**src/eri_map.svh**
```systemverilog
// register offsets, field positions and reset values for the exception return unit
// Functional notes
// - hazard barrier stalls issue until all earlier execution hazards are resolved
// - on superscalar or early cores the barrier issues like a superscalar no-op
// - enable instruction writes old status word to named register, then sets enable bit
// - with no destination named, register zero is used and old value dropped
// - status read and enable-bit set are indivisible; no interrupt taken between
// - without coprocessor 0 access, enable instruction traps and leaves status unchanged
// - with error level set return uses error address and clears it, else exception
// - with compressed set, return pc drops bit 0 and bit 0 selects instruction set
// - standard return clears the load-linked reservation flag; here a reservation set in the same cycle wins
// - return has no delay slot; next executed instruction is at return address
// - return resolves coprocessor 0 hazards before fetch at return address
// - keep-link return behaves as standard return but keeps reservation flag
// - keep-link support is reported by a readable configuration flag
`ifndef ERI_MAP_SVH
`define ERI_MAP_SVH
`define ERI_OFS_STATUS      8'h00
`define ERI_OFS_EXC_ADDR    8'h04
`define ERI_OFS_ERR_ADDR    8'h08
`define ERI_OFS_SHADOW      8'h0c
`define ERI_OFS_CONFIG      8'h10
`define ERI_OFS_CORE_STATE  8'h14
`define ERI_ST_IE           0
`define ERI_ST_EXL          1
`define ERI_ST_ERL          2
`define ERI_ST_BEV          22
`define ERI_STATUS_RESET    32'h0040_0004
`define ERI_STATUS_WMASK    32'h0040_0007
`define ERI_SH_CSS_LSB      0
`define ERI_SH_PSS_LSB      6
`define ERI_SH_HSS_LSB      26
`define ERI_CFG_LLB         0
`define ERI_CFG_ISA_LSB     14
`define ERI_CFG_REV_LSB     24
`define ERI_HAZARD_CYCLES   3
`endif

```
**src/eri_pkg.sv**
```systemverilog
// types shared by the exception return unit
package eri_pkg;
    typedef enum logic [2:0] {
        OP_NONE    = 3'h0,
        OP_EI      = 3'h1,
        OP_EXCEPTION_RETURN_INSTR    = 3'h2,
        OP_EXCEPTION_RETURN_KEEP_LINK  = 3'h3,
        OP_BARRIER = 3'h4,
        OP_SUPERSCALAR_NOP   = 3'h5
    } op_t;
    typedef enum logic [1:0] {
        ST_IDLE  = 2'b00,
        ST_DRAIN = 2'b01,
        ST_RET   = 2'b11
    } state_t;
endpackage : eri_pkg

```
**src/hazard_tracker.sv**
```systemverilog
// counts down an outstanding coprocessor 0 execution hazard
`timescale 1ns/100ps
`include "eri_map.svh"
module hazard_tracker #(
    parameter int CYCLES = `ERI_HAZARD_CYCLES
) (
    input  wire logic sys_clk,      // core clock
    input  wire logic sys_rst,      // sync reset
    input  wire logic hazardSet,    // a cop0 state change happened
    output logic      pending       // hazard not yet settled
);
    import eri_pkg::*;
    localparam int W = $clog2(CYCLES + 1);
    logic [W-1:0] left;

    initial begin
        if (CYCLES < 1) $error("hazard window must be at least one cycle");
    end

    // restart the window on every new change
    always_ff @(posedge sys_clk) begin
        if (sys_rst) begin
            left <= '0;
        end else if (hazardSet) begin
            left <= W'(CYCLES);
        end else if (left != '0) begin
            left <= left - W'(1);
        end
    end

    assign pending = (left != '0);
endmodule : hazard_tracker

```
**src/ret_addr_sel.sv**
```systemverilog
// picks the return target and instruction set from the level flags
`timescale 1ns/100ps
module ret_addr_sel #(
    parameter bit COMPRESSED = 1'b1
) (
    input  wire logic        errLevel,     // error level flag
    input  wire logic        excLevel,     // exception level flag
    input  wire logic [31:0] excAddr,      // exception return address
    input  wire logic [31:0] errAddr,      // error return address
    input  wire logic [1:0]  isaCfg,       // compressed set config field
    output logic [31:0]      targetPc,     // pc to resume at
    output logic             targetIsa,    // instruction set to resume in
    output logic             nextErr,      // error level after return
    output logic             nextExc,      // exception level after return
    output logic             useExc        // exception path was taken
);
    import eri_pkg::*;
    logic [31:0] temp;

    always_comb begin
        temp      = errLevel ? errAddr : excAddr;
        nextErr   = 1'b0;
        nextExc   = errLevel ? excLevel : 1'b0;
        useExc    = !errLevel;
        if (COMPRESSED || isaCfg != 2'h0) begin
            targetPc  = {temp[31:1], 1'b0};
            targetIsa = temp[0];
        end else begin
            targetPc  = temp;
            targetIsa = 1'b0;
        end
    end
endmodule : ret_addr_sel

```
**src/exception_return_irq_enable.sv**
```systemverilog
// privileged enable, return and barrier control with its cop0 register slave
`timescale 1ns/100ps
`include "eri_map.svh"
module exception_return_irq_enable #(
    parameter int       ARCH_REV      = 2,
    parameter bit       SUPERSCALAR   = 1'b0,
    parameter bit       COMPRESSED    = 1'b1,
    parameter bit [1:0] ISA_CFG       = 2'h1,
    parameter bit       KEEP_LINK_OK  = 1'b1,
    parameter bit [3:0] HIGHEST_SET   = 4'h3,
    parameter int       HAZARD_CYCLES = `ERI_HAZARD_CYCLES
) (
    input  wire logic        sys_clk,       // core clock
    input  wire logic        sys_rst,       // sync reset, active high
    input  wire logic        hsel,          // slave select
    input  wire logic [31:0] haddr,         // byte address
    input  wire logic [1:0]  htrans,        // transfer type
    input  wire logic        hwrite,        // write when high
    input  wire logic [2:0]  hsize,         // transfer size
    input  wire logic        hready,        // bus ready in
    input  wire logic [31:0] hwdata,        // write data
    output logic [31:0]      hrdata,        // read data
    output logic             hreadyout,     // slave ready
    output logic             hresp,         // always okay
    input  wire logic        instrValid,    // pipeline offers an instruction
    input  wire eri_pkg::op_t instrOp,      // which privileged operation
    input  wire logic [4:0]  instrDest,     // destination register number
    input  wire logic        instrHasDest,  // destination was named
    input  wire logic        cop0Usable,    // cop0 access allowed now
    input  wire logic        linkSet,       // load-linked set reservation
    output logic             instrAccept,   // instruction taken this cycle
    output logic             gprWe,         // register write pulse
    output logic [4:0]       gprAddr,       // register number
    output logic [31:0]      gprData,       // old status word
    output logic             copUnusable,   // coprocessor unusable trap pulse
    output logic             redirectValid, // resume pulse
    output logic [31:0]      redirectPc,    // resume address
    output logic             instruction_set_select,       // current instruction set
    output logic             flushNext,     // kill the following instruction
    output logic             issueStall,    // hold instruction issue
    output logic             irqBlock,      // no interrupt may be taken
    output logic             irqEnable,     // interrupt enable bit
    output logic             linkFlag       // reservation flag
);
    import eri_pkg::*;

    initial begin
        if (ARCH_REV < 1) $error("architecture revision must be at least 1");
        if (HAZARD_CYCLES < 1) $error("hazard window must be at least one cycle");
    end

    // decodes a bus offset to a register slot, 7 when unmapped
    function automatic logic [2:0] slot_of(input logic [7:0] ofs);
        unique case (ofs)
            `ERI_OFS_STATUS:     slot_of = 3'h0;
            `ERI_OFS_EXC_ADDR:   slot_of = 3'h1;
            `ERI_OFS_ERR_ADDR:   slot_of = 3'h2;
            `ERI_OFS_SHADOW:     slot_of = 3'h3;
            `ERI_OFS_CONFIG:     slot_of = 3'h4;
            `ERI_OFS_CORE_STATE: slot_of = 3'h5;
            default:             slot_of = 3'h7;
        endcase
    endfunction : slot_of

    logic [31:0] status;
    logic [31:0] excAddr;
    logic [31:0] errAddr;
    logic [3:0]  curSet;
    logic [3:0]  prevSet;
    state_t      state;
    op_t         heldOp;
    logic        bubble;
    logic        phWrite;
    logic        phRead;
    logic [2:0]  phSlot;
    logic        hazardPending;
    logic        hazardSet;
    logic [31:0] targetPc;
    logic        targetIsa;
    logic        nextErr;
    logic        nextExc;
    logic        useExc;
    logic        doEi;
    logic        doRet;
    logic        trap;
    logic        busWr;
    logic [31:0] shadowWord;
    logic [31:0] configWord;
    logic [31:0] coreWord;

    // address phase capture; writes only for whole-word transfers, reads of any size
    always_ff @(posedge sys_clk) begin
        if (sys_rst) begin
            phWrite <= 1'b0;
            phRead  <= 1'b0;
            phSlot  <= 3'h7;
        end else if (hready) begin
            phWrite <= hsel && htrans[1] && hwrite && hsize == 3'h2;
            phRead  <= hsel && htrans[1] && !hwrite;
            phSlot  <= slot_of(haddr[7:0]);
        end
    end

    assign hreadyout = 1'b1;
    assign hresp     = 1'b0;
    assign busWr     = phWrite;

    // readable words built from live state; config word from parameters only
    assign shadowWord = {2'h0, HIGHEST_SET, 16'h0, prevSet, 2'h0, curSet};
    assign configWord = {ARCH_REV[7:0], 8'h0, ISA_CFG, 13'h0, KEEP_LINK_OK};
    assign coreWord   = {26'h0, state, hazardPending, instruction_set_select, linkFlag, irqBlock};

    // read data registered at the end of the address phase
    always_ff @(posedge sys_clk) begin
        if (sys_rst) begin
            hrdata <= 32'h0;
        end else if (hready && hsel && htrans[1] && !hwrite) begin
            unique case (slot_of(haddr[7:0]))
                3'h0:    hrdata <= status;
                3'h1:    hrdata <= excAddr;
                3'h2:    hrdata <= errAddr;
                3'h3:    hrdata <= shadowWord;
                3'h4:    hrdata <= configWord;
                3'h5:    hrdata <= coreWord;
                default: hrdata <= 32'h0;
            endcase
        end
    end

    ret_addr_sel #(
        .COMPRESSED (COMPRESSED)
    ) u_sel (
        .errLevel  (status[`ERI_ST_ERL]),
        .excLevel  (status[`ERI_ST_EXL]),
        .excAddr   (excAddr),
        .errAddr   (errAddr),
        .isaCfg    (ISA_CFG),
        .targetPc  (targetPc),
        .targetIsa (targetIsa),
        .nextErr   (nextErr),
        .nextExc   (nextExc),
        .useExc    (useExc)
    );

    hazard_tracker #(
        .CYCLES (HAZARD_CYCLES)
    ) u_haz (
        .sys_clk   (sys_clk),
        .sys_rst   (sys_rst),
        .hazardSet (hazardSet),
        .pending   (hazardPending)
    );

    // instruction intake and trap decisions
    assign instrAccept = (state == ST_IDLE) && !bubble;
    assign trap  = instrAccept && instrValid && !cop0Usable &&
                   (instrOp == OP_EI || instrOp == OP_EXCEPTION_RETURN_INSTR || instrOp == OP_EXCEPTION_RETURN_KEEP_LINK);
    assign doEi  = instrAccept && instrValid && cop0Usable && instrOp == OP_EI && ARCH_REV >= 2;
    assign doRet = (state == ST_RET);
    assign hazardSet = doEi || (busWr && phSlot <= 3'h3);

    // barrier drains hazards, returns drain then resume
    always_ff @(posedge sys_clk) begin
        if (sys_rst) begin
            state  <= ST_IDLE;
            heldOp <= OP_NONE;
        end else begin
            unique case (state)
                ST_IDLE: begin
                    if (instrAccept && instrValid && cop0Usable &&
                        (instrOp == OP_EXCEPTION_RETURN_INSTR || instrOp == OP_EXCEPTION_RETURN_KEEP_LINK)) begin
                        state  <= ST_DRAIN;
                        heldOp <= instrOp;
                    end else if (instrAccept && instrValid && instrOp == OP_BARRIER &&
                                 !SUPERSCALAR && ARCH_REV >= 2) begin
                        state  <= ST_DRAIN;
                        heldOp <= OP_BARRIER;
                    end
                end
                ST_DRAIN: begin
                    if (!hazardPending) begin
                        state <= (heldOp == OP_BARRIER) ? ST_IDLE : ST_RET;
                    end
                end
                ST_RET: begin
                    state <= ST_IDLE;
                end
                default: begin
                    state <= ST_IDLE;
                end
            endcase
        end
    end

    // superscalar no-op, and barrier in its no-op form, costs one issue slot
    always_ff @(posedge sys_clk) begin
        if (sys_rst) begin
            bubble <= 1'b0;
        end else begin
            bubble <= instrAccept && instrValid && (instrOp == OP_SUPERSCALAR_NOP ||
                      (instrOp == OP_BARRIER && (SUPERSCALAR || ARCH_REV < 2)));
        end
    end

    assign issueStall = (state != ST_IDLE) || bubble;
    assign irqBlock   = doEi || (state != ST_IDLE);
    assign irqEnable  = status[`ERI_ST_IE];

    // status word: bus write first, instruction effects on top
    always_ff @(posedge sys_clk) begin
        if (sys_rst) begin
            status <= `ERI_STATUS_RESET;
        end else begin
            if (busWr && phSlot == 3'h0) begin
                status <= hwdata & `ERI_STATUS_WMASK;
            end
            if (doEi) begin
                status[`ERI_ST_IE] <= 1'b1;
            end else if (doRet) begin
                status[`ERI_ST_ERL] <= nextErr;
                status[`ERI_ST_EXL] <= nextExc;
            end
        end
    end

    // return address registers are software owned
    always_ff @(posedge sys_clk) begin
        if (sys_rst) begin
            excAddr <= 32'h0;
            errAddr <= 32'h0;
        end else begin
            if (busWr && phSlot == 3'h1) excAddr <= hwdata;
            if (busWr && phSlot == 3'h2) errAddr <= hwdata;
        end
    end

    // shadow set fields
    always_ff @(posedge sys_clk) begin
        if (sys_rst) begin
            curSet  <= 4'h0;
            prevSet <= 4'h0;
        end else begin
            if (busWr && phSlot == 3'h3) begin
                curSet  <= hwdata[`ERI_SH_CSS_LSB +: 4];
                prevSet <= hwdata[`ERI_SH_PSS_LSB +: 4];
            end
            if (doRet && useExc && ARCH_REV >= 2 && HIGHEST_SET != 4'h0 &&
                !status[`ERI_ST_BEV]) begin
                curSet <= prevSet;
            end
        end
    end

    // register write of the old status word
    always_ff @(posedge sys_clk) begin
        if (sys_rst) begin
            gprWe   <= 1'b0;
            gprAddr <= 5'h0;
            gprData <= 32'h0;
        end else begin
            gprWe   <= doEi;
            if (doEi) begin
                gprAddr <= instrHasDest ? instrDest : 5'h0;
                gprData <= status;
            end
        end
    end

    // trap and redirect pulses
    always_ff @(posedge sys_clk) begin
        if (sys_rst) begin
            copUnusable   <= 1'b0;
            redirectValid <= 1'b0;
            redirectPc    <= 32'h0;
            flushNext     <= 1'b0;
        end else begin
            copUnusable   <= trap;
            redirectValid <= doRet;
            flushNext     <= instrAccept && instrValid && cop0Usable &&
                             (instrOp == OP_EXCEPTION_RETURN_INSTR || instrOp == OP_EXCEPTION_RETURN_KEEP_LINK);
            if (doRet) begin
                redirectPc <= targetPc;
            end
        end
    end

    // instruction set mode
    always_ff @(posedge sys_clk) begin
        if (sys_rst) begin
            instruction_set_select <= 1'b0;
        end else if (doRet) begin
            instruction_set_select <= targetIsa;
        end
    end

    // reservation flag: a set in the same cycle as a clear wins
    always_ff @(posedge sys_clk) begin
        if (sys_rst) begin
            linkFlag <= 1'b0;
        end else if (linkSet) begin
            linkFlag <= 1'b1;
        end else if (doRet && heldOp == OP_EXCEPTION_RETURN_INSTR) begin
            linkFlag <= 1'b0;
        end else if (doRet && heldOp == OP_EXCEPTION_RETURN_KEEP_LINK && !KEEP_LINK_OK) begin
            linkFlag <= 1'b0;
        end
    end
    // keep-link form leaves the flag alone when supported
endmodule : exception_return_irq_enable

```
**config.mk**
```make
export PLATFORM = sky130hd
export DESIGN_NAME = exception_return_irq_enable
export DESIGN_NICKNAME = d
export VERILOG_FILES = /design/src/eri_pkg.sv /design/src/hazard_tracker.sv /design/src/ret_addr_sel.sv /design/src/exception_return_irq_enable.sv
export VERILOG_INCLUDE_DIRS = /design/src
export SDC_FILE = /design/constraint.sdc
export NUM_CORES = 1
export LEC_CHECK = 0
export BUFFER_PORTS_ARGS = -buffer_cell sky130_fd_sc_hd__buf_2
export CAP_MARGIN = 20
export CORE_UTILIZATION = 45
export DETAILED_ROUTE_END_ITERATION = 8
export HOLD_SLACK_MARGIN = 0.06
export PLACE_DENSITY_LB_ADDON = 0.12
export RECOVER_POWER = 50
export SLEW_MARGIN = 10
export SYNTH_ARGS = -nofsm -noshare
export SYNTH_HDL_FRONTEND = slang
export SYNTH_SLANG_ARGS = --single-unit
```
**constraint.sdc**
```tcl
create_clock -name sys_clk -period 2.8 [get_ports sys_clk]
set_clock_uncertainty 0.05 [all_clocks]
set_input_delay 0.14 -clock sys_clk [delete_from_list [all_inputs] [get_ports sys_clk]]
set_output_delay 0.14 -clock sys_clk [all_outputs]
set_load 0.1 [all_outputs]
```
* Yosys cells after proc, flatten, opt, wreduce, memory -nomap -nowiden
Cells that the tools add are included.
** Storage, ports and cells
- Flip-flop bits (word level) :: 166
- Bits in latches :: 0
- Bits in writable memories :: 0
- Memory bits (read-only) :: 0
- Input bits :: 86
- Output and inout bits :: 113
- Memories kept :: 0
** Cells by class
- Add/sub/neg operators :: 1
- Multipliers :: 0
- Divide/modulo/power cells :: 0
- Order comparisons :: 1
- Eq/ne operators :: 26
- Shift-type cells :: 0
- Multiplexer cells :: 24
- Bitwise gates (word level) :: 0
- Reduce and logical (&&, ||, !) cells :: 47
** Operators with widths (number)
- $pmux 32 s6 :: 1
- $mux 32 :: 1
- $eq 3x2->1 const B :: 8
- $logic_and 1x1->1 :: 23
- $pmux 3 s6 :: 1
- $eq 8x4->1 const B :: 2
- $eq 8x5->1 const B :: 2
- $mux 2 :: 8
- $eq 3x3->1 const B :: 5
- $mux 3 :: 5
- $reduce_bool 2->1 :: 7
- $eq 3x1->1 const B :: 3
- $eq 8x3->1 const B :: 1
- $logic_not 8->1 :: 1
- $mux 4 :: 2
- $logic_not 3->1 :: 2
- $logic_or 1x1->1 :: 6
- $logic_not 1->1 :: 5
- $mux 5 :: 1
- $mux 1 :: 4
- $pmux 2 s2 :: 1
- $reduce_and 2->1 :: 2
- $le 3x2->1 const B :: 1
- $ne 3x1->1 const B :: 1
- other kinds (6) :: 6

* Longest topological paths before layout
Gate-level depths: netlist of run 1.
- Depth after elaboration :: 7
- Mapped depth :: 9
- Mapped depth without buffers :: 7

* Hierarchy
Synthesis of run 1 repeated with hierarchy kept, for this count alone.
** Second synthesis, totals
- Cell total of the unflattened synthesis :: 880
- Area, all modules :: 7433.4 um2
** By module, submodules not included
- exception_return_irq_enable :: instances 1, cells an instance 828, area each 6772.7 um2, seq. area each 3303.2 um2
- ret_addr_sel :: instances 1, cells an instance 41, area each 560.5 um2, seq. area each 0.0 um2
- hazard_tracker :: instances 1, cells an instance 11, area each 100.1 um2, seq. area each 40.0 um2

* Worst setup path before layout of run 1
OpenSTA, ideal clock, no wires.
- Path kind :: register to output
- Start point :: register state[1]
- End point :: output port issueStall
- Data arrival time :: 3.777 ns
- Data required time :: 2.610 ns
- Slack :: -1.167 ns
- Cell stages (with the launch flop) :: 3
- Path through :: dfxtp_1 nor3_1 inv_1
** On the way
- Longest elaborated chain between the ends :: 2
** RTL lines
- start, declared :: RTL line exception_return_irq_enable.sv:70 : state_t state;
- start signal, assigned :: RTL line exception_return_irq_enable.sv:182 : state <= (heldOp == OP_BARRIER) ? ST_IDLE : ST_RET;
- $reduce_bool 2->1 :: RTL line exception_return_irq_enable.sv:205 : assign issueStall = (state != ST_IDLE) || bubble;
- $logic_or 1x1->1 :: RTL line exception_return_irq_enable.sv:205
- end, declared :: RTL line exception_return_irq_enable.sv:40 : output logic issueStall,
No other way between the ends.

* Worst setup path in the final report of run 1
- Start point :: register state[1]
- End point :: output port irqBlock
** On the way
- Longest elaborated chain between the ends :: 6
** RTL lines
- $logic_not 2->1 :: RTL line exception_return_irq_enable.sv:155 : assign instrAccept = (state == ST_IDLE) && !bubble;
- $logic_and 1x1->1 :: RTL line exception_return_irq_enable.sv:155
- $logic_and 1x1->1 (3 in series) :: RTL line exception_return_irq_enable.sv:158 : assign doEi = instrAccept && instrValid && cop0Usable && instrOp == OP_EI && ARCH_REV >= 2;
- $logic_or 1x1->1 (*) :: RTL line exception_return_irq_enable.sv:206 : assign irqBlock = doEi || (state != ST_IDLE);
- end, declared :: RTL line exception_return_irq_enable.sv:41 : output logic irqBlock,
Mark *: on every way between the ends. The rest lies on a longest branch, timed or not.

==> impl_summary.txt, run 1 <==
----------------------------------------------------
[Layout]
  Leading cell type in the layout, fill and taps excluded ... sky130_fd_sc_hd__nand2_1
  Most frequent cells in the layout ... sky130_fd_sc_hd__nand2_1 (176), sky130_fd_sc_hd__dfxtp_1 (165), sky130_fd_sc_hd__a21oi_1 (89), sky130_fd_sc_hd__clkbuf_1 (84), sky130_fd_sc_hd__buf_2 (62)
  # fillers ... 1539
  Antenna cell count ... 0
  Fraction of final layout cells with drive strength greater than 1 ... 15.6%
  FF+latch area ... 3320 um^2
  Final std cells w/o fill ... 1240
  Multi-input combinational cell area ... 3480 um^2
  Synth-to-Final Area Change ... 24.1%
  Net total in the final layout ... 1100

[CTS]
  Post-CTS Resized ... 0
  Clock Sinks ... 166
  Number of buffers on the longest clock path ... 2
  Root buffer cell ... sky130_fd_sc_hd__clkbuf_16
  H-tree Lvls ... 4
  TritonCTS clock tree ... done
  Clock slew at reported path FFs ... 0.06 ns
  CTS buffer count ... 17
  Skew-Pair Late Insertion Delay ... 0.43 ns

[Route]
  Detailed-route via count ... 6358
  Wirelength, routed ... 19600 um
  Number of DRC violations after detailed routing ... 0
  Routed via count divided by cell count ... 5.13
  First-pass iteration count of the detailed router ... 5
  Remaining antenna violation count after routing ... 0
  1st-iter DRT viols ... 493
  Average routed wire per standard cell ... 15.8 um

[Status]
  Violated checks ... max-capacitance violations, max-slew violations
  Run status ... complete, but fails checks

[STA]
  Unrepaired setup endpoints after global routing ... no
  Final period utilization ... 93.8%
  Max-Slew Margin vs Limit ... -21.1%
  Final Slew Violations ... 86
  Setup-violating endpoint count in the final report ... 0
  Peak Freq ... 381 MHz
  Post-route minimum period ... 2.63 ns
  Transition time of the tightest slew-check pin ... 1.82 ns
  Summed negative setup slack over all endpoints ... 0 ns
  Hold Violations, Final ... 0

[Power]
  Proportion of power drawn by flip-flops and latches ... 43.4%
  Gate power share ... 10.7%
  Maximum ir drop on the vdd rail ... 432 uV
  Switching power share of the total ... 25.2%
  Power Internal ... 4140 uW
  Clk network pwr share ... 45.8%
  Switching power ... 1400 uW
  Lkg Pwr ... 0.00341 uW
  Power density relative to cell area ... 611 nW/um^2

[Global routing]
  First-pass GRT wire length ... 30100 um
  Total global routing track utilization ... 23.7%
  Via count of the first global-routing pass ... 5646
  Total global routing overflow ... 0
  Largest net degree at the start of global routing ... 86
  Initial antenna violation count ... 0

[Die]
  Initial core utilization ... 46.0%
  X dimension of the die ... 129 um
  Number of placed I/O pins ... 199
  Die height ... 129 um
  Die area ... 16700 um^2
  Number of rows created at floorplan ... 46
  Core footprint ... 15900 um^2

[Setup path]
  Arrival @ worst endpoint ... 2.44 ns
  Type of the worst setup path ... register to primary output
  RR Endpoint ... gprAddr[0]
  Reg-to-reg slack, setup ... 0.45 ns
  Req. time, crit path ... 2.61 ns
  Worst-path maximum fanout ... 10
  Beginning of the worst register-to-register path ... state[1]
  Startpoint kind of the worst setup timing path ... register
  Worst Reg2Reg Path Length in Cells ... 5
  Worst setup EP type ... primary output

[Synth]
  Sequential element share of the synthesized area ... 45.5%
  Number of flops mapped to enable cells by yosys ... 0
  Synthesized netlist cell count ... 837
  Post-Syn Area ... 7300 um^2
  Number of synthesized register bits ... 166
  Syn. warnings ... 0
  Post-synthesis average cell area ... 8.73 um^2
  Count of distinct cell types in the synthesized netlist ... 71
  Most common flop cell mapped by yosys ... sky130_fd_sc_hd__dfxtp_1
  Async set-reset flop share out of synthesis ... 0%

[Placed design]
  GPL Wtd Cong ... 0.832
  Port Buffers ... 142
  Post-detailed-placement half-perimeter wirelength ... 12600 um
  Number of cells after detailed placement ... 1153

[Job]
  Max cap viols ... 1

[Min path]
  Hold path start ... haddr[4]
  Worst hold path class ... input port to register
  Count of cells along the worst hold path ... 3
  Endpoint of the worst hold path ... phSlot[2]

----------------------------------------------------
[critical path: stages (launching register included)]
cell and delay, ns:
sky130_fd_sc_hd__dfxtp_1 0.41, sky130_fd_sc_hd__nor4b_1 0.43, sky130_fd_sc_hd__and4b_1 0.51, sky130_fd_sc_hd__or3_4 0.23
sky130_fd_sc_hd__buf_2 0.42
[power groups by stage]
stage               logic (uW)  registers [uW]  clock network (uW)
global route               629            2410                2680
detailed placement         544            2460                   0
floorplan                  423            2500                   0
CTS                        596            2400                2570
finish                     594            2400                2540
global placement           540            2460                   0
[area by class of cell]
type | instances | area share (%)
multi-input combinational | 602 | 38.4
clock buffer | 22 | 5.01
timing repair buffer | 220 | 14.8
sequential | 166 | 36.7
clock inverter | 9 | 1.93
inverter | 5 | 0.207
tap | 216 | 2.98
[repair_timing]
| item | 4_1_cts | 5_1_grt |
|---|---|---|
| endpoints found under the hold margin | 89 | 0 |
| buffers inserted | 0 | 0 |
| hold buffers | 55 | 0 |
[cell usage after synthesis (10+ instances only)]
library cell | instances | area (um^2)
sky130_fd_sc_hd__o21ai_2 | 10 | 87.6
sky130_fd_sc_hd__buf_2 | 13 | 65.1
sky130_fd_sc_hd__a211oi_1 | 37 | 278
sky130_fd_sc_hd__buf_4 | 35 | 263
sky130_fd_sc_hd__mux2i_1 | 43 | 430
sky130_fd_sc_hd__buf_6 | 11 | 124
sky130_fd_sc_hd__dfxtp_1 | 166 | 3320
sky130_fd_sc_hd__nand2_1 | 176 | 661
sky130_fd_sc_hd__a22oi_2 | 10 | 125
sky130_fd_sc_hd__a22oi_1 | 15 | 113
sky130_fd_sc_hd__o21ai_1 | 16 | 80.1
sky130_fd_sc_hd__nor2_1 | 61 | 229
sky130_fd_sc_hd__clkbuf_1 | 27 | 101
sky130_fd_sc_hd__a21oi_1 | 89 | 445
[logic make-up after synthesis]
logic type,share of synthesized area (%)
buf+inv,8.32
simple gates,19.2
xor+xnor,0.120
compound gates,19.6
other cells,0.103
flops,45.5
mux,6.82
fa+ha+maj,0.343
[layer usage]
layer  vias up  track usage, %  wire (um)
met5         -               0          0
met4         0            8.03        278
met3        29            4.46        948
met2       192            38.2       9090
met1      2926            31.8       9320
li1       3211               -          -
[registers in the layout, summed over array words and instances, names as in the netlist, 4 cells and up]
register	count
prevSet	4
curSet	4
hrdata	32
gprData	4
redirectPc	31
errAddr	32
status	4
excAddr	32
gprAddr	5
[worst max path at each step]
stage	start	end	slack, ns	cells past startpoint
2_1_floorplan	state[1]	issueStall	0.09	2
4_1_cts	state[1]	irqBlock	0.19	4
3_3_place_gp	haddr[3]	hrdata[31]	0.21	7
3_5_place_dp	haddr[3]	hrdata[31]	0.19	7
6_report	state[1]	irqBlock	0.17	4
5_1_grt	state[1]	irqBlock	0.10	4
[through the flow]
step / power (uW) / worst slack [ns] / hold slack, ns / util, % / area [um^2]
after floorplan: 2920 / 0.0885 / 0.207 / - / 7420
after global placement: 3000 / 0.212 / 0.299 / 50.2 / 7980
after detailed placement: 3000 / 0.188 / 0.304 / 50.2 / 7980
after CTS: 5570 / 0.193 / 0.137 / 57.7 / 9160
after global routing: 5720 / 0.100 / 0.236 / 57.1 / 9060
final: 5540 / 0.175 / 0.197 / 57.1 / 9060
(Power assumes the default switching activity.)
==> run 2: changes to the inputs <==
==> constraint.sdc (replaced) <==
create_clock -name sys_clk -period 2.8 [get_ports sys_clk]
set_clock_uncertainty 0.05 [all_clocks]
set_input_delay 0.56 -clock sys_clk [delete_from_list [all_inputs] [get_ports sys_clk]]
set_output_delay 0.56 -clock sys_clk [all_outputs]
set_load 0.1 [all_outputs]
==> impl_summary.txt, run 2 (synthesis results as in run 1) <==
----------------------------------------------------
[Status]
  Run status ... completed

[Power]
  Gate power share ... 10.4% (-0.3 points)
  Power after layout ... 5370 uW (-3.0%)
  Switching power ... 1380 uW (-1.4%)
  Clk network pwr share ... 44.8% (-1.0 points)
  Lkg Pwr ... 0.00329 uW (-3.7%)
  Proportion of power drawn by flip-flops and latches ... 44.8% (+1.4 points)
  Power Internal ... 3990 uW (-3.5%)
  Power density relative to cell area ... 623 nW/um^2 (+2.1%)
  Maximum ir drop on the vdd rail ... 386 uV (-11%)
  Switching power share of the total ... 25.6% (+0.40 points)

[CTS]
  CTS buffer count ... 17 (unchanged)
  TritonCTS clock tree ... done
  Skew-Pair Late Insertion Delay ... 0.42 ns (about the same)
  Setup Fix Bufs, Post-CTS ... 0 (unchanged)
  Number of hold buffers added after CTS ... 0 (-100%)
  H-tree Lvls ... 4 (unchanged)
  Post-CTS Resized ... 0 (unchanged)
  Clock Sinks ... 166 (unchanged)
  Number of buffers on the longest clock path ... 2 (unchanged)
  Root buffer cell ... sky130_fd_sc_hd__clkbuf_16
  Clock slew at reported path FFs ... 0.06 ns (about the same)

[Die]
  Number of placed I/O pins ... 199 (unchanged)
  Core footprint ... 15900 um^2 (unchanged)
  X dimension of the die ... 129 um (unchanged)
  Die area ... 16700 um^2 (unchanged)
  Initial core utilization ... 46.0% (unchanged)
  Die height ... 129 um (unchanged)
  Number of rows created at floorplan ... 46 (unchanged)

[STA]
  Unrepaired setup endpoints after global routing ... no
  Summed negative setup slack over all endpoints ... 0 ns (unchanged)
  Transition time of the tightest slew-check pin ... 1.23 ns (-0.582 ns)
  Setup-violating endpoint count in the final report ... 0 (unchanged)
  Final period utilization ... 90.4% (-3.4 points)
  Setup ws final ... 0.269 ns (+0.0941 ns)
  Max-Slew Margin vs Limit ... 18.1% (+39 points)
  Hold Violations, Final ... 0 (unchanged)
  Peak Freq ... 395 MHz (+3.7%)
  Final Slew Violations ... 0 (-100%)
  Post-route minimum period ... 2.53 ns (-0.0941 ns)

[Global routing]
  Largest net degree at the start of global routing ... 79 (-8.1%)
  Via count of the first global-routing pass ... 5650 (+0.071%)
  First-pass GRT wire length ... 30300 um (+0.50%)
  Total global routing track utilization ... 23.9% (+0.14 points)
  Initial antenna violation count ... 1 (+1)
  Total global routing overflow ... 0 (unchanged)

[Setup path]
  Req. time, crit path ... 2.19 ns (-0.42 ns)
  Arrival @ worst endpoint ... 1.92 ns (-0.52 ns)
  Worst setup EP type ... primary output
  Launch point of the worst path ... state[1]
  Beginning of the worst register-to-register path ... state[1]
  Startpoint kind of the worst setup timing path ... register
  Worst-path maximum fanout ... 7 (-3)
  Type of the worst setup path ... register to primary output

[Route]
  Wirelength, routed ... 19300 um (-1.6%)
  Number of DRC violations after detailed routing ... 0 (unchanged)
  1st-iter DRT viols ... 374 (-24%)
  Average routed wire per standard cell ... 16.2 um (+2.5%)
  First-pass iteration count of the detailed router ... 5 (unchanged)
  Detailed-route via count ... 6171 (-2.9%)
  Remaining antenna violation count after routing ... 0 (unchanged)
  Routed via count divided by cell count ... 5.19 (+1.1%)

[Placed design]
  Post-detailed-placement half-perimeter wirelength ... 12900 um (+2.9%)
  GPL Wtd Cong ... 0.820 (-1.4%)
  Port Buffers ... 142 (unchanged)
  Post-placement setup slack ... 0.131 ns (-0.0568 ns)

[Layout]
  Leading cell type in the layout, fill and taps excluded ... sky130_fd_sc_hd__nand2_1
  Synth-to-Final Area Change ... 18.0%
  Most frequent cells in the layout ... sky130_fd_sc_hd__nand2_1 (176), sky130_fd_sc_hd__dfxtp_1 (165), sky130_fd_sc_hd__a21oi_1 (89), sky130_fd_sc_hd__buf_2 (71), sky130_fd_sc_hd__clkbuf_1 (70)
  Largest registers ... errAddr x32, excAddr x32, hrdata x32
  Fraction of final layout cells with drive strength greater than 1 ... 18.6% (+3.0 points)
  # fillers ... 1577 (+2.5%)
  Net total in the final layout ... 1051 (-4.5%)
  Antenna cell count ... 0 (unchanged)

[Min path]
  Worst hold path class ... input port to register
  Hold path start ... linkSet

[Job]
  Max cap viols ... 0 (-1)

----------------------------------------------------
-- run 2: cell types whose count changed in the layout (fill, tap and decap cells not counted), sizes merged --
cell	change
dlygate4sd3	-55
clkinvlp	-1
clkbuf	-12
clkinv	+1
buf	+18
bufinv	-2
inv	+1
-- run 2: cell type report --
| cell class | count | area (um^2) | share of cell area, % |
|---|---|---|---|
| clock buffers | 22 | 484 | 5.62 |
| clock inverters | 8 | 121 | 1.41 |
| inverters | 5 | 18.8 | 0.218 |
| multi-input cells | 602 | 3500 | 40.6 |
| flip-flops and latches | 166 | 3320 | 38.6 |
| well taps | 216 | 270 | 3.14 |
| repair buffers | 171 | 902 | 10.5 |
-- run 2: worst paths after layout --
kind	to	slack, ns	cells after the start
worst min register to register	hrdata[18]	0.40	2
worst max register to register	redirectPc[27]	0.48	4
worst min-delay path	linkFlag	0.30	3
worst max-delay path	irqBlock	0.27	4
-- run 2: worst max-delay path: stages (launching register included) --
cell,delay (ns)
sky130_fd_sc_hd__dfxtp_1,0.57
sky130_fd_sc_hd__nor4b_1,0.13
sky130_fd_sc_hd__and4b_1,0.24
sky130_fd_sc_hd__or3_4,0.37
sky130_fd_sc_hd__buf_12,0.18
-- run 2: power by group through the flow --
stage | sequential [uW] | clock (uW) | combinational [uW]
final | 2400 | 2410 | 558
after global routing | 2410 | 2540 | 593
after CTS | 2400 | 2450 | 561
after detailed placement | 2460 | 0 | 559
after global placement | 2460 | 0 | 560
after floorplan | 2500 | 0 | 424
-- run 2: through the flow --
step           util, %  area, um^2  hold WS (ns)  cells
3_3_place_gp      51.1        8120         0.384   1160
2_1_floorplan        -        7420         0.395    866
3_5_place_dp      51.1        8120         0.386   1160
4_1_cts           54.9        8720         0.278   1190
5_1_grt           54.2        8620         0.326   1190
6_report          54.2        8620         0.298   1190
-- run 2: metal layers --
| layer | up-vias | share of wire [%] | wire (um) | track usage, % |
|---|---|---|---|---|
| met1 | 2828 | 47 | 9060 | 32.2 |
| met4 | 2 | 2.0 | 380 | 9.76 |
| met2 | 196 | 45 | 8740 | 37.3 |
| met5 | - | 0.041 | 8 | 0 |
| li1 | 3113 | - | - | - |
| met3 | 32 | 5.9 | 1140 | 4.67 |
==> run 3: changes to the inputs <==
--- a/config.mk
+++ b/config.mk
@@ -9,6 +9,7 @@
 export BUFFER_PORTS_ARGS = -buffer_cell sky130_fd_sc_hd__buf_2
 export CAP_MARGIN = 20
 export CORE_UTILIZATION = 45
+export CTS_BUF_LIST = sky130_fd_sc_hd__clkbuf_8
 export DETAILED_ROUTE_END_ITERATION = 8
 export HOLD_SLACK_MARGIN = 0.06
 export PLACE_DENSITY_LB_ADDON = 0.12
==> impl_summary.txt, run 3 (synthesis results as in run 1) <==
----------------------------------------------------
[Setup path]
  Family with the most delay on the worst path ... simple AND/OR/NAND/NOR gates
  Startpoint kind of the worst setup timing path ... register
  Worst-path maximum fanout ... 7 (unchanged)
  Buffering stage count on the worst path with inverters included ... 1 (unchanged)
  Beginning of the worst register-to-register path ... state[0]
  Reg-to-reg slack, setup ... 0.48 ns (about the same)
  Launch point of the worst path ... state[0]
  Req. time, crit path ... 2.19 ns (about the same)
  RR Endpoint ... redirectPc[27]
  Critical path cell sequence ... nor4b_1 > and4b_1 > or3_4 > buf_12
  Number of cells on the critical path ... 4 (unchanged)
  CP endpoint ... irqBlock
  Type of the worst setup path ... register to primary output
  Worst setup EP type ... primary output
  Worst Reg2Reg Path Length in Cells ... 4 (unchanged)
  CP max stage delay ... 0.58 ns (about the same)
  Library cell contributing the largest single delay on the critical path ... sky130_fd_sc_hd__dfxtp_1
  Arrival @ worst endpoint ... 1.96 ns (+0.04 ns)

[Job]
  Max cap viols ... 0 (unchanged)

[Route]
  Average routed wire per standard cell ... 16.2 um (about the same)
  Wirelength, routed ... 19300 um (about the same)
  First-pass iteration count of the detailed router ... 5 (unchanged)
  Routed via count divided by cell count ... 5.18 (about the same)
  1st-iter DRT viols ... 414 (+11%)
  Number of DRC violations after detailed routing ... 0 (unchanged)
  Remaining antenna violation count after routing ... 0 (unchanged)
  Detailed-route via count ... 6174 (+0.049%)

[STA]
  Summed negative setup slack over all endpoints ... 0 ns (unchanged)
  Transition time of the tightest slew-check pin ... 1.23 ns (-0.00735 ns)
  Final Slew Violations ... 0 (unchanged)
  Hold Violations, Final ... 0 (unchanged)
  Peak Freq ... 389 MHz (-1.5%)
  Setup-violating endpoint count in the final report ... 0 (unchanged)
  Final period utilization ... 91.8% (+1.4 points)
  Unrepaired setup endpoints after global routing ... no
  Post-route minimum period ... 2.57 ns (+0.0381 ns)
  Max-Slew Margin vs Limit ... 18.6% (+0.49 points)

[Layout]
  Net total in the final layout ... 1051 (unchanged)
  Fraction of final layout cells with drive strength greater than 1 ... 19.4% (+0.82 points)
  FF+latch area ... 3320 um^2 (unchanged)
  Leading cell type in the layout, fill and taps excluded ... sky130_fd_sc_hd__nand2_1
  Largest registers ... errAddr x32, excAddr x32, hrdata x32
  Multi-input combinational cell area ... 3500 um^2 (unchanged)
  # fillers ... 1602 (+1.6%)
  Most frequent cells in the layout ... sky130_fd_sc_hd__nand2_1 (176), sky130_fd_sc_hd__dfxtp_1 (165), sky130_fd_sc_hd__a21oi_1 (89), sky130_fd_sc_hd__buf_2 (79), sky130_fd_sc_hd__clkbuf_1 (61)
  Final core occ ... 53.1% (-1.1 points)
  Synth-to-Final Area Change ... 15.5%

[Status]
  Run status ... completed

[Placed design]
  Post-detailed-placement half-perimeter wirelength ... 12900 um (unchanged)
  GPL Wtd Cong ... 0.820 (unchanged)
  Port Buffers ... 142 (unchanged)

[Global routing]
  Total global routing track utilization ... 23.7% (-0.12 points)
  Via count of the first global-routing pass ... 5641 (-0.16%)
  First-pass GRT wire length ... 30200 um (-0.44%)
  Total global routing overflow ... 0 (unchanged)
  Initial antenna violation count ... 1 (unchanged)
  Largest net degree at the start of global routing ... 79 (unchanged)

[Die]
  Number of placed I/O pins ... 199 (unchanged)
  X dimension of the die ... 129 um (unchanged)
  Core footprint ... 15900 um^2 (unchanged)
  Number of rows created at floorplan ... 46 (unchanged)
  Die area ... 16700 um^2 (unchanged)
  Initial core utilization ... 46.0% (unchanged)
  Die height ... 129 um (unchanged)

[CTS]
  Post-CTS Resized ... 0 (unchanged)
  Clock Sinks ... 166 (unchanged)
  Skew-Pair Late Insertion Delay ... 0.46 ns (+0.04 ns)
  CTS buffer count ... 17 (unchanged)
  Number of buffers on the longest clock path ... 2 (unchanged)
  H-tree Lvls ... 4 (unchanged)
  Root buffer cell ... sky130_fd_sc_hd__clkbuf_8
  Number of hold buffers added after CTS ... 0 (unchanged)
  Clock slew at reported path FFs ... 0.09 ns (+0.03 ns)
  Setup Fix Bufs, Post-CTS ... 0 (unchanged)
  TritonCTS clock tree ... done

[Min path]
  Worst hold path class ... input port to register

[Power]
  Power density relative to cell area ... 565 nW/um^2 (-9.3%)
  Lkg Pwr ... 0.00324 uW (-1.5%)
  Maximum ir drop on the vdd rail ... 318 uV (-18%)

----------------------------------------------------
-- run 3: cell count changes in the layout (fill, tap and decap cells not counted), sizes merged --
cell,change
diode,+1
buf,+8
clkbuf,-9
inv,+1
-- run 3: metrics by stage --
step                      total power (uW)  std cells  cell area [um^2]  hold slack, ns  setup WS [ns]
final                                 4770       1191              8440           0.264          0.231
after global routing                  4940       1190              8440           0.280         0.0787
after CTS                             4820       1190              8530           0.232          0.188
after detailed placement              3020       1160              8120           0.386          0.131
after global placement                3020       1160              8120           0.384          0.146
after floorplan                       2920        866              7420           0.395          0.279
-- run 3: metal layers --
| metal | vias up | track usage, % | part of all wire, % |
|---|---|---|---|
| met5 | - | 0 | 0.041 |
| met4 | 2 | 8.93 | 1.5 |
| met3 | 26 | 4.62 | 6.2 |
| met2 | 201 | 37.1 | 46 |
| met1 | 2835 | 32.4 | 47 |
| li1 | 3110 | - | - |
-- run 3: worst min-delay path by stage --
stage                          start          to  slack (ns)  cells after the start
after floorplan           errAddr[4]  errAddr[4]        0.39                      2
after global placement    hrdata[11]  hrdata[11]        0.38                      2
after detailed placement  hrdata[18]  hrdata[18]        0.39                      2
after CTS                    linkSet    linkFlag        0.23                      3
after global routing      hwdata[22]  status[22]        0.28                      2
final                        linkSet    linkFlag        0.26                      3
-- run 3: report_power, final --
group / leakage, uW / switching, uW / internal (uW)
registers: 0.00134 / 18.2 / 2380
logic: 0.00169 / 435 / 122
clock network: 0.000215 / 848 / 963
total: 0.00324 / 1300 / 3470
-- run 3: tightest hold or removal path, cell delays in order --
cell and delay [ns]:
sky130_fd_sc_hd__buf_2 0.07, sky130_fd_sc_hd__a21oi_1 0.03, sky130_fd_sc_hd__nor2_1 0.07
-- run 3: cell type report --
class / instances / share of cell area [%]
multi-input cells: 602 / 41.4
clock inverters: 9 / 1.48
diodes: 1 / 0.0297
inverters: 5 / 0.222
well taps: 216 / 3.20
clock buffers: 21 / 3.43
repair buffers: 171 / 10.8
flip-flops and latches: 166 / 39.4
